**config.mk**
```make
export PLATFORM = sky130hd
export DESIGN_NAME = operation_panel_input_control
export DESIGN_NICKNAME = d
export VERILOG_FILES = /design/src/opctl_pkg.sv /design/src/operation_panel_input_control.sv
export VERILOG_INCLUDE_DIRS = /design/src
export SDC_FILE = /design/constraint.sdc
export NUM_CORES = 1
export LEC_CHECK = 0
export ABC_AREA = 1
export BUFFER_PORTS_ARGS = -buffer_cell sky130_fd_sc_hd__buf_2
export CAP_MARGIN = 20
export CELL_PAD_IN_SITES_DETAIL_PLACEMENT = 1
export CELL_PAD_IN_SITES_GLOBAL_PLACEMENT = 2
export CORE_MARGIN = 8
export CORE_UTILIZATION = 35
export DETAILED_ROUTE_END_ITERATION = 8
export PLACE_DENSITY = 0.87
export RECOVER_POWER = 50
export SYNTH_ARGS = -nofsm -noshare
export SYNTH_HDL_FRONTEND = slang
export SYNTH_SLANG_ARGS = --single-unit
```
**constraint.sdc**
```tcl
create_clock -name i_clk -period 5.55 [get_ports i_clk]
set_input_delay 0.555 -clock i_clk [delete_from_list [all_inputs] [get_ports i_clk]]
set_output_delay 0.555 -clock i_clk [all_outputs]
set_load 0.02 [all_outputs]
```
**src/opctl_cfg.svh**
```systemverilog
`ifndef OPCTL_CFG_SVH
`define OPCTL_CFG_SVH

// ===================== parameter indices
`define IDX_DIR 2'h0
`define IDX_LANG 2'h1
`define IDX_DMODE 2'h2
`define IDX_STEP 2'h3
// ===================== reset values
`define RST_DIR 16'h0000
`define RST_LANG 16'h0001
`define RST_DMODE 16'h0000
`define RST_STEP 16'h0000
// ===================== encodings (frequency in 0.01 Hz)
`define LANG_MAX 16'h0007
`define DMODE_POT_LOCK 16'h000b
`define DMODE_STEP_LOCK 16'h000a
`define DMODE_POT 16'h0001
`define STEP_MIN_HI 16'h000a
`define FREQ_HI 16'h2710
`define CLICKS_PER_TURN 5'h18
// ===================== timing
`define CLK_MHZ 100
`define FLASH_MS 5000
`define STORE_MS 10000
`define HOLD_MS 2000
`define IND_MS 2000
`define MS_CYC (`CLK_MHZ * 1000)
`endif

```
**src/opctl_pkg.sv**
```systemverilog
package opctl_pkg;
  typedef struct packed {
    logic run;
    logic stop;
    logic mode;
    logic set;
    logic click;
    logic ccw;
  } panel_in_type;
  typedef struct packed {
    logic we;
    logic [1:0] idx;
    logic [15:0] data;
  } prm_wr_type;
  typedef enum logic {UNLOCKED, LOCKED} lock_type;
endpackage

```
**src/operation_panel_input_control.sv**
```systemverilog
`timescale 1ns/1ps
`include "opctl_cfg.svh"
module operation_panel_input_control #(
  parameter int unsigned FLASH_CYC = `FLASH_MS * `MS_CYC,
  parameter int unsigned STORE_CYC = `STORE_MS * `MS_CYC,
  parameter int unsigned HOLD_CYC = `HOLD_MS * `MS_CYC,
  parameter int unsigned IND_CYC = `IND_MS * `MS_CYC,
  parameter logic [15:0] FREQ_MAX = 16'h9c40
) (
  input wire logic i_clk,
  input wire logic i_resetn,
  input opctl_pkg::panel_in_type i_pins,
  input opctl_pkg::prm_wr_type i_prm,
  output logic [15:0] o_dir_sel,
  output logic [15:0] o_lang_sel,
  output logic [15:0] o_dmode_sel,
  output logic [15:0] o_step_sel,
  output logic o_run,
  output logic o_reverse,
  output logic o_panel_stop,
  output logic [15:0] o_set_freq,
  output logic [15:0] o_entry_freq,
  output logic o_flash,
  output logic o_locked,
  output logic o_lock_ind,
  output logic [4:0] o_dial_pos,
  output logic o_nvm_store,
  output logic [15:0] o_nvm_freq
);
  import opctl_pkg::*;

  typedef struct packed {
    panel_in_type s1;
    panel_in_type s2;
    panel_in_type s3;
    panel_in_type f;
    logic [15:0] dir;
    logic [15:0] lang;
    logic [15:0] dmode;
    logic [15:0] step;
    logic run;
    logic rev;
    logic pstop;
    logic [15:0] freq;
    logic [15:0] pend;
    logic flash;
    logic [31:0] flash_cnt;
    lock_type lock;
    logic [31:0] hold_cnt;
    logic hold_done;
    logic ind;
    logic [31:0] ind_cnt;
    logic [4:0] pos;
    logic dirty;
    logic [31:0] store_cnt;
    logic store;
    logic [15:0] nvm;
  } state_type;

  state_type st_r, st_nxt;

  // ===================== helpers
  function automatic logic valid_step(input logic [15:0] v);
    valid_step = (v == 16'h0000) || (v == 16'h0001) || (v == 16'h000a)
      || (v == 16'h0064) || (v == 16'h03e8);
  endfunction

  function automatic logic [15:0] step_of(input logic [15:0] sel,
                                          input logic [15:0] fq);
    logic [15:0] s;
    s = (sel == 16'h0000) ? 16'h0001 : sel;
    if (fq >= `FREQ_HI && s < `STEP_MIN_HI)
      s = `STEP_MIN_HI;
    step_of = s;
  endfunction

  function automatic logic [15:0] apply(input logic [15:0] fq,
                                        input logic [15:0] s,
                                        input logic down);
    logic [16:0] sum;
    sum = {1'b0, fq} + {1'b0, s};
    if (down)
      apply = (fq > s) ? fq - s : 16'h0000;
    else
      apply = (sum > {1'b0, FREQ_MAX}) ? FREQ_MAX : sum[15:0];
  endfunction

  function automatic logic lock_mode(input logic [15:0] m);
    lock_mode = (m == `DMODE_STEP_LOCK) || (m == `DMODE_POT_LOCK);
  endfunction

  // ===================== next state
  panel_in_type edge_w;
  logic pot_w;
  logic [15:0] step_w;

  always_comb begin
    st_nxt = st_r;
    // three-stage sync; level accepted once stages two and three agree
    st_nxt.s1 = i_pins;
    st_nxt.s2 = st_r.s1;
    st_nxt.s3 = st_r.s2;
    for (int i = 0; i < $bits(panel_in_type); i++) begin
      if (st_r.s2[i] == st_r.s3[i])
        st_nxt.f[i] = st_r.s3[i];
    end
    edge_w = st_nxt.f & ~st_r.f;
    edge_w.ccw = 1'b0;
    pot_w = (st_r.dmode == `DMODE_POT) || (st_r.dmode == `DMODE_POT_LOCK);
    step_w = step_of(st_r.step, st_r.pend);
    st_nxt.store = 1'b0;

    // writes filtered to legal settings
    if (i_prm.we) begin
      case (i_prm.idx)
        `IDX_DIR: if (i_prm.data <= 16'h0001) st_nxt.dir = i_prm.data;
        `IDX_LANG: if (i_prm.data <= `LANG_MAX)
          st_nxt.lang = i_prm.data;
        `IDX_DMODE: if (i_prm.data <= 16'h0001 || lock_mode(i_prm.data))
          st_nxt.dmode = i_prm.data;
        `IDX_STEP: if (valid_step(i_prm.data)) st_nxt.step = i_prm.data;
        default: st_nxt.dir = st_r.dir;
      endcase
    end

    // stop is honoured whatever the lock
    if (edge_w.stop) begin
      st_nxt.run = 1'b0;
      st_nxt.pstop = 1'b1;
    end

    // mode key hold toggles the lock once per press
    if (!st_r.f.mode) begin
      st_nxt.hold_cnt = 32'h0000_0000;
      st_nxt.hold_done = 1'b0;
    end else if (!st_r.hold_done) begin
      if (st_r.hold_cnt >= 32'(HOLD_CYC - 1)) begin
        st_nxt.hold_done = 1'b1;
        if (st_r.lock == LOCKED) begin
          st_nxt.lock = UNLOCKED;
          st_nxt.ind = 1'b0;
        end else if (lock_mode(st_r.dmode)) begin
          st_nxt.lock = LOCKED;
        end
      end else begin
        st_nxt.hold_cnt = st_r.hold_cnt + 32'h0000_0001;
      end
    end
    if (!lock_mode(st_r.dmode))
      st_nxt.lock = UNLOCKED;

    if (st_r.lock == LOCKED) begin
      // indication only; the action itself is dropped
      if (edge_w.run || edge_w.mode || edge_w.set || edge_w.click) begin
        st_nxt.ind = 1'b1;
        st_nxt.ind_cnt = 32'h0000_0000;
      end else if (st_r.ind) begin
        if (st_r.ind_cnt >= 32'(IND_CYC - 1))
          st_nxt.ind = 1'b0;
        else
          st_nxt.ind_cnt = st_r.ind_cnt + 32'h0000_0001;
      end
    end else begin
      st_nxt.ind = 1'b0;
      if (edge_w.run && !edge_w.stop) begin
        st_nxt.run = 1'b1;
        st_nxt.pstop = 1'b0;
        st_nxt.rev = st_r.dir[0];
      end
      if (edge_w.click) begin
        st_nxt.pos = (st_r.pos == `CLICKS_PER_TURN - 5'h01) ? 5'h00 :
          st_r.pos + 5'h01;
        if (st_r.f.ccw)
          st_nxt.pos = (st_r.pos == 5'h00) ? `CLICKS_PER_TURN - 5'h01 :
            st_r.pos - 5'h01;
        st_nxt.pend = apply(st_r.pend, step_w, st_r.f.ccw);
        if (pot_w) begin
          st_nxt.freq = st_nxt.pend;
          st_nxt.flash = 1'b1;
          st_nxt.flash_cnt = 32'h0000_0000;
        end
      end
      if (edge_w.set && !pot_w)
        st_nxt.freq = st_r.pend;
    end
    if (!pot_w && st_r.lock == UNLOCKED && edge_w.mode)
      st_nxt.pend = st_r.freq;

    // flash timeout
    if (st_r.flash && !(st_nxt.flash_cnt == 32'h0000_0000 &&
        st_r.flash_cnt != 32'h0000_0000)) begin
      if (st_r.flash_cnt >= 32'(FLASH_CYC - 1))
        st_nxt.flash = 1'b0;
      else if (st_nxt.flash_cnt != 32'h0000_0000 || !edge_w.click)
        st_nxt.flash_cnt = st_r.flash_cnt + 32'h0000_0001;
    end

    // delayed nvm write; each change restarts the wait
    if (st_nxt.freq != st_r.freq) begin
      st_nxt.dirty = 1'b1;
      st_nxt.store_cnt = 32'h0000_0000;
    end else if (st_r.dirty) begin
      if (st_r.store_cnt >= 32'(STORE_CYC - 1)) begin
        st_nxt.dirty = 1'b0;
        st_nxt.store = 1'b1;
        st_nxt.nvm = st_r.freq;
      end else begin
        st_nxt.store_cnt = st_r.store_cnt + 32'h0000_0001;
      end
    end
  end

  always_ff @(posedge i_clk or negedge i_resetn) begin
    if (!i_resetn) begin
      st_r <= '0;
      st_r.dir <= `RST_DIR;
      st_r.lang <= `RST_LANG;
      st_r.dmode <= `RST_DMODE;
      st_r.step <= `RST_STEP;
      st_r.lock <= UNLOCKED;
    end else begin
      st_r <= st_nxt;
    end
  end

  // ===================== outputs
  assign o_dir_sel = st_r.dir;
  assign o_lang_sel = st_r.lang;
  assign o_dmode_sel = st_r.dmode;
  assign o_step_sel = st_r.step;
  assign o_run = st_r.run;
  assign o_reverse = st_r.rev;
  assign o_panel_stop = st_r.pstop;
  assign o_set_freq = st_r.freq;
  assign o_entry_freq = st_r.pend;
  assign o_flash = st_r.flash;
  assign o_locked = st_r.lock;
  assign o_lock_ind = st_r.ind;
  assign o_dial_pos = st_r.pos;
  assign o_nvm_store = st_r.store;
  assign o_nvm_freq = st_r.nvm;
endmodule // operation_panel_input_control

```
==> impl_results.md <==
- Library cells used by synthesis: 61
- TritonCTS Sinks: 278
- Vias in the first global route: approximately 16000
- CP Depth: 34
- Status: finished, violations left
- Clock Skews: 0.0188 ns
- Kind of critical path: register to register
- DIE WIDTH: 237 µm
- Crit end category: register
- Final setup viols: 0
- Pleak: 9.08 nW
- # rows: 81
- Core Region: 48600 µm²
- Gr ovfl total: 0
- Reg2Reg Depth: 34
- Routed WL per cell: 17.9 µm
- Worst hold margin: 0.106 ns
- Clock tree from TritonCTS: yes
- Worst endpoint data arrival time: 5.48 ns
- Synth-to-layout area growth: 9.57%
- Tightest Pin Transition: 4.22 ns
- First-pass iteration count of the detailed router: 5
- Final Util: 0.386
- Top cells by count, synth: nand2_1, inv_1, dfrtp_1
- First-pass GRT wire length: 86.3 mm
- Setup crit start kind: register
- Hpwl dp: 39.0 mm
- Port-buffer cells: 150
- Failing checks: capacitance limit, slew limit
- Clock Path Buffers: 3
- Fmax: ~0.2 GHz
- Most used DFF post-synth: dfrtp_1
- Netlist Area Pre-Place: 17100 µm²
- WP buf/inv: 4
- Post-route setup TNS: 0 ns
- CTS H-tree depth: 2
- Synthesized area per cell: 7.41 µm²
- FFs w/ async S/R, synth: 1.00
- Synth warn: 0
- Crit-path max FO: 32
- Worst Hold Endpoint: st_nxt[270]$_DFF_PN0_
- Worst EP required: 6.03 ns
- Max Cap Viol: 1
- N_diodes: 0
- R2R Path End: st_r[18]$_DFFE_PN0P_
- Max incr delay on CP: 0.40 ns
- Post-synth top area share: 0.404
- Share of cells above drive strength 1: 0.0713
- Register area share after synthesis: 0.406
- GP Congestion: 0.878
- Peak supply drop: 0.239 mV
- Finished Cell Area: 18800 µm²
- R2R setup slack: ~0.55 ns
- Leading post-synthesis cells by cell area: dfrtp_1, nand2_1, inv_1, nor2_1, buf_4
- Initial antenna violation count: 1
- Die span in y: 237 µm
- Clock transition at the registers of the reported paths: 0.06 ns
- Area after DPL: 17700 µm²
- RSZ-0062 raised after global routing: false
- WHS Path Cells: 1
- Reg-to-reg critical path startpoint: o_entry_freq[7]$_DFFE_PN0P_
- Cell mode on critical path: nand2_1
- Synth Instances: approximately 2300
- Total GRT Usage: 0.186
- Initial DRC count: 909
- Tcrit/Tclk final: 0.901
- Syn nets: 2382
- Largest area contributor in the netlist: dfrtp_1
- CTS root buffer: clkbuf_16
- Final Critical Period: 5.00 ns
- Via count: 15400
- Pwr/cell area: between 300 and 400 nW/µm²
- Final Hold Viols: 0
- DR vias/cell: 5.18
- Hold crit path type: input port to register
- Skew-Pair Late Insertion Delay: 0.56 ns
- # nets final: 2401
- Pins over their slew limit: 72
- # DRC: 0
- Worst path slowest cell: dfrtp_1
- IO Pins: 151
- Post-synth EDFFs: 0
- Hold wc startpoint: i_pins[4]
- Layout Cells excl Fill: 2978
- Initial core utilization: 0.352
- Placed Cells incl. Taps: 2911
- Routed WL: 53.2 mm
- Count leader, synth: nand2_1
- Antenna viol nets, final: 0
- CP top delay family: simple AND/OR/NAND/NOR gates
- Largest net degree at the start of global routing: about 100
- Synth Register Bits: 278
- Slew margin rel.: -1.82
- CTS Buf Count: 34
- Die Footprint: 56300 µm²
-- cell usage in the layout (no fill, tap or decap), types with 30 or more instances in the layout --
cell | synthesis | routed
a21oi_1 | 92 | 92
buf_2 | 19 | 30
clkbuf_1 | 52 | 123
clkbuf_16 | 0 | 37
dfrtp_1 | 277 | 277
ha_1 | 39 | 37
inv_1 | 294 | 293
nand2_1 | 510 | 509
nand3_1 | 129 | 129
nand4_1 | 105 | 105
nor2_1 | 266 | 262
nor3_1 | 71 | 71
nor4_1 | 42 | 40
o21ai_0 | 80 | 78
xor2_1 | 55 | 55
-- cells by family (layout without fill, tap and decap cells) --
kind of cell,Yosys count,count (layout),synth area share
adder cells (fa/ha/maj),46,46,0.0337
AO/OA/AOI/OAI,252,252,0.0847
buffers and inverters,512,553,0.141
flip-flops,278,278,0.406
multiplexers,7,7,0.00416
XOR/XNOR,64,64,0.0327
AND/OR/NAND/NOR,1155,1156,0.298
-- state kept, by name (all words and copies together) (netlist names), named ones only --
| signal | flops |
|---|---|
| o_lang_sel | 16 |
| o_reverse | 1 |
| o_step_sel | 16 |
| o_flash | 1 |
| st_nxt | 12 |
| o_dial_pos | 5 |
| o_run | 1 |
| o_dmode_sel | 16 |
| st_r | 141 |
| o_lock_ind | 1 |
| o_locked | 1 |
| o_nvm_freq | 16 |
| o_set_freq | 16 |
| o_entry_freq | 16 |
| o_panel_stop | 1 |
| o_nvm_store | 1 |
| o_dir_sel | 16 |
-- metal layers --
| metal | global-route usage | wire length, µm |
|---|---|---|
| met5 | 0 | 13 |
| met4 | 0.0758 | 1970 |
| met3 | 0.0372 | 2340 |
| met2 | 0.307 | 24900 |
| met1 | 0.236 | 24000 |
-- power by group --
group / switching (W) / internal (W) / leakage, nW
clock network: 0.000942 / 0.00135 / 0.555
registers: 0.000204 / 0.00216 / 3.60
logic: 0.00166 / 0.000688 / 4.92
total: 0.00281 / 0.00419 / 9.08
-- cell type report --
| class | instances | area (µm²) |
|---|---|---|
| multi-input combinational | 1525 | 7820 |
| inverter | 313 | 1170 |
| tap | 622 | 778 |
| fill | 6063 | 29900 |
| sequential | 278 | 6960 |
| clock inverter | 15 | 154 |
| timing repair buffer | 181 | 920 |
| clock buffer | 44 | 980 |
-- per-stage QoR --
step	setup WS, ns	total power [W]
after floorplan	1.50	0.00406
after global placement	0.201	0.00469
after detailed placement	0.109	0.00474
after CTS	0.0670	0.00708
after global routing	0.0175	0.00747
final	0.549	0.00700
-- worst reg2reg max path: cells and delay by family (launching register included) --
| kind | cells | cell delay [ns] |
|---|---|---|
| flip-flops | 1 | 0.40 |
| AO/OA/AOI/OAI | 2 | 0.33 |
| AND/OR/NAND/NOR | 27 | 3.35 |
| adder cells (fa/ha/maj) | 1 | 0.40 |
| buffers and inverters | 4 | 0.44 |
-- worst max-delay path by stage --
stage / start / end
CTS: o_entry_freq[7]$_DFFE_PN0P_ / st_r[18]$_DFFE_PN0P_
floorplan: o_entry_freq[7]$_DFFE_PN0P_ / o_nvm_freq[10]$_DFFE_PN0P_
global route: o_entry_freq[7]$_DFFE_PN0P_ / st_r[18]$_DFFE_PN0P_
global placement: o_entry_freq[7]$_DFFE_PN0P_ / st_r[18]$_DFFE_PN0P_
finish: o_entry_freq[7]$_DFFE_PN0P_ / st_r[18]$_DFFE_PN0P_
detailed placement: o_entry_freq[7]$_DFFE_PN0P_ / st_r[18]$_DFFE_PN0P_
-- what timing repair did --
item | 4_1_cts | 5_1_grt
hold buffers | 1 | 0
resized for setup | 0 | 17
hold endpoints to repair | 9 | 0
buffers inserted | 0 | 4
endpoints found under the setup margin | 0 | 50
No activity file was read; power rests on OpenSTA's default activity.
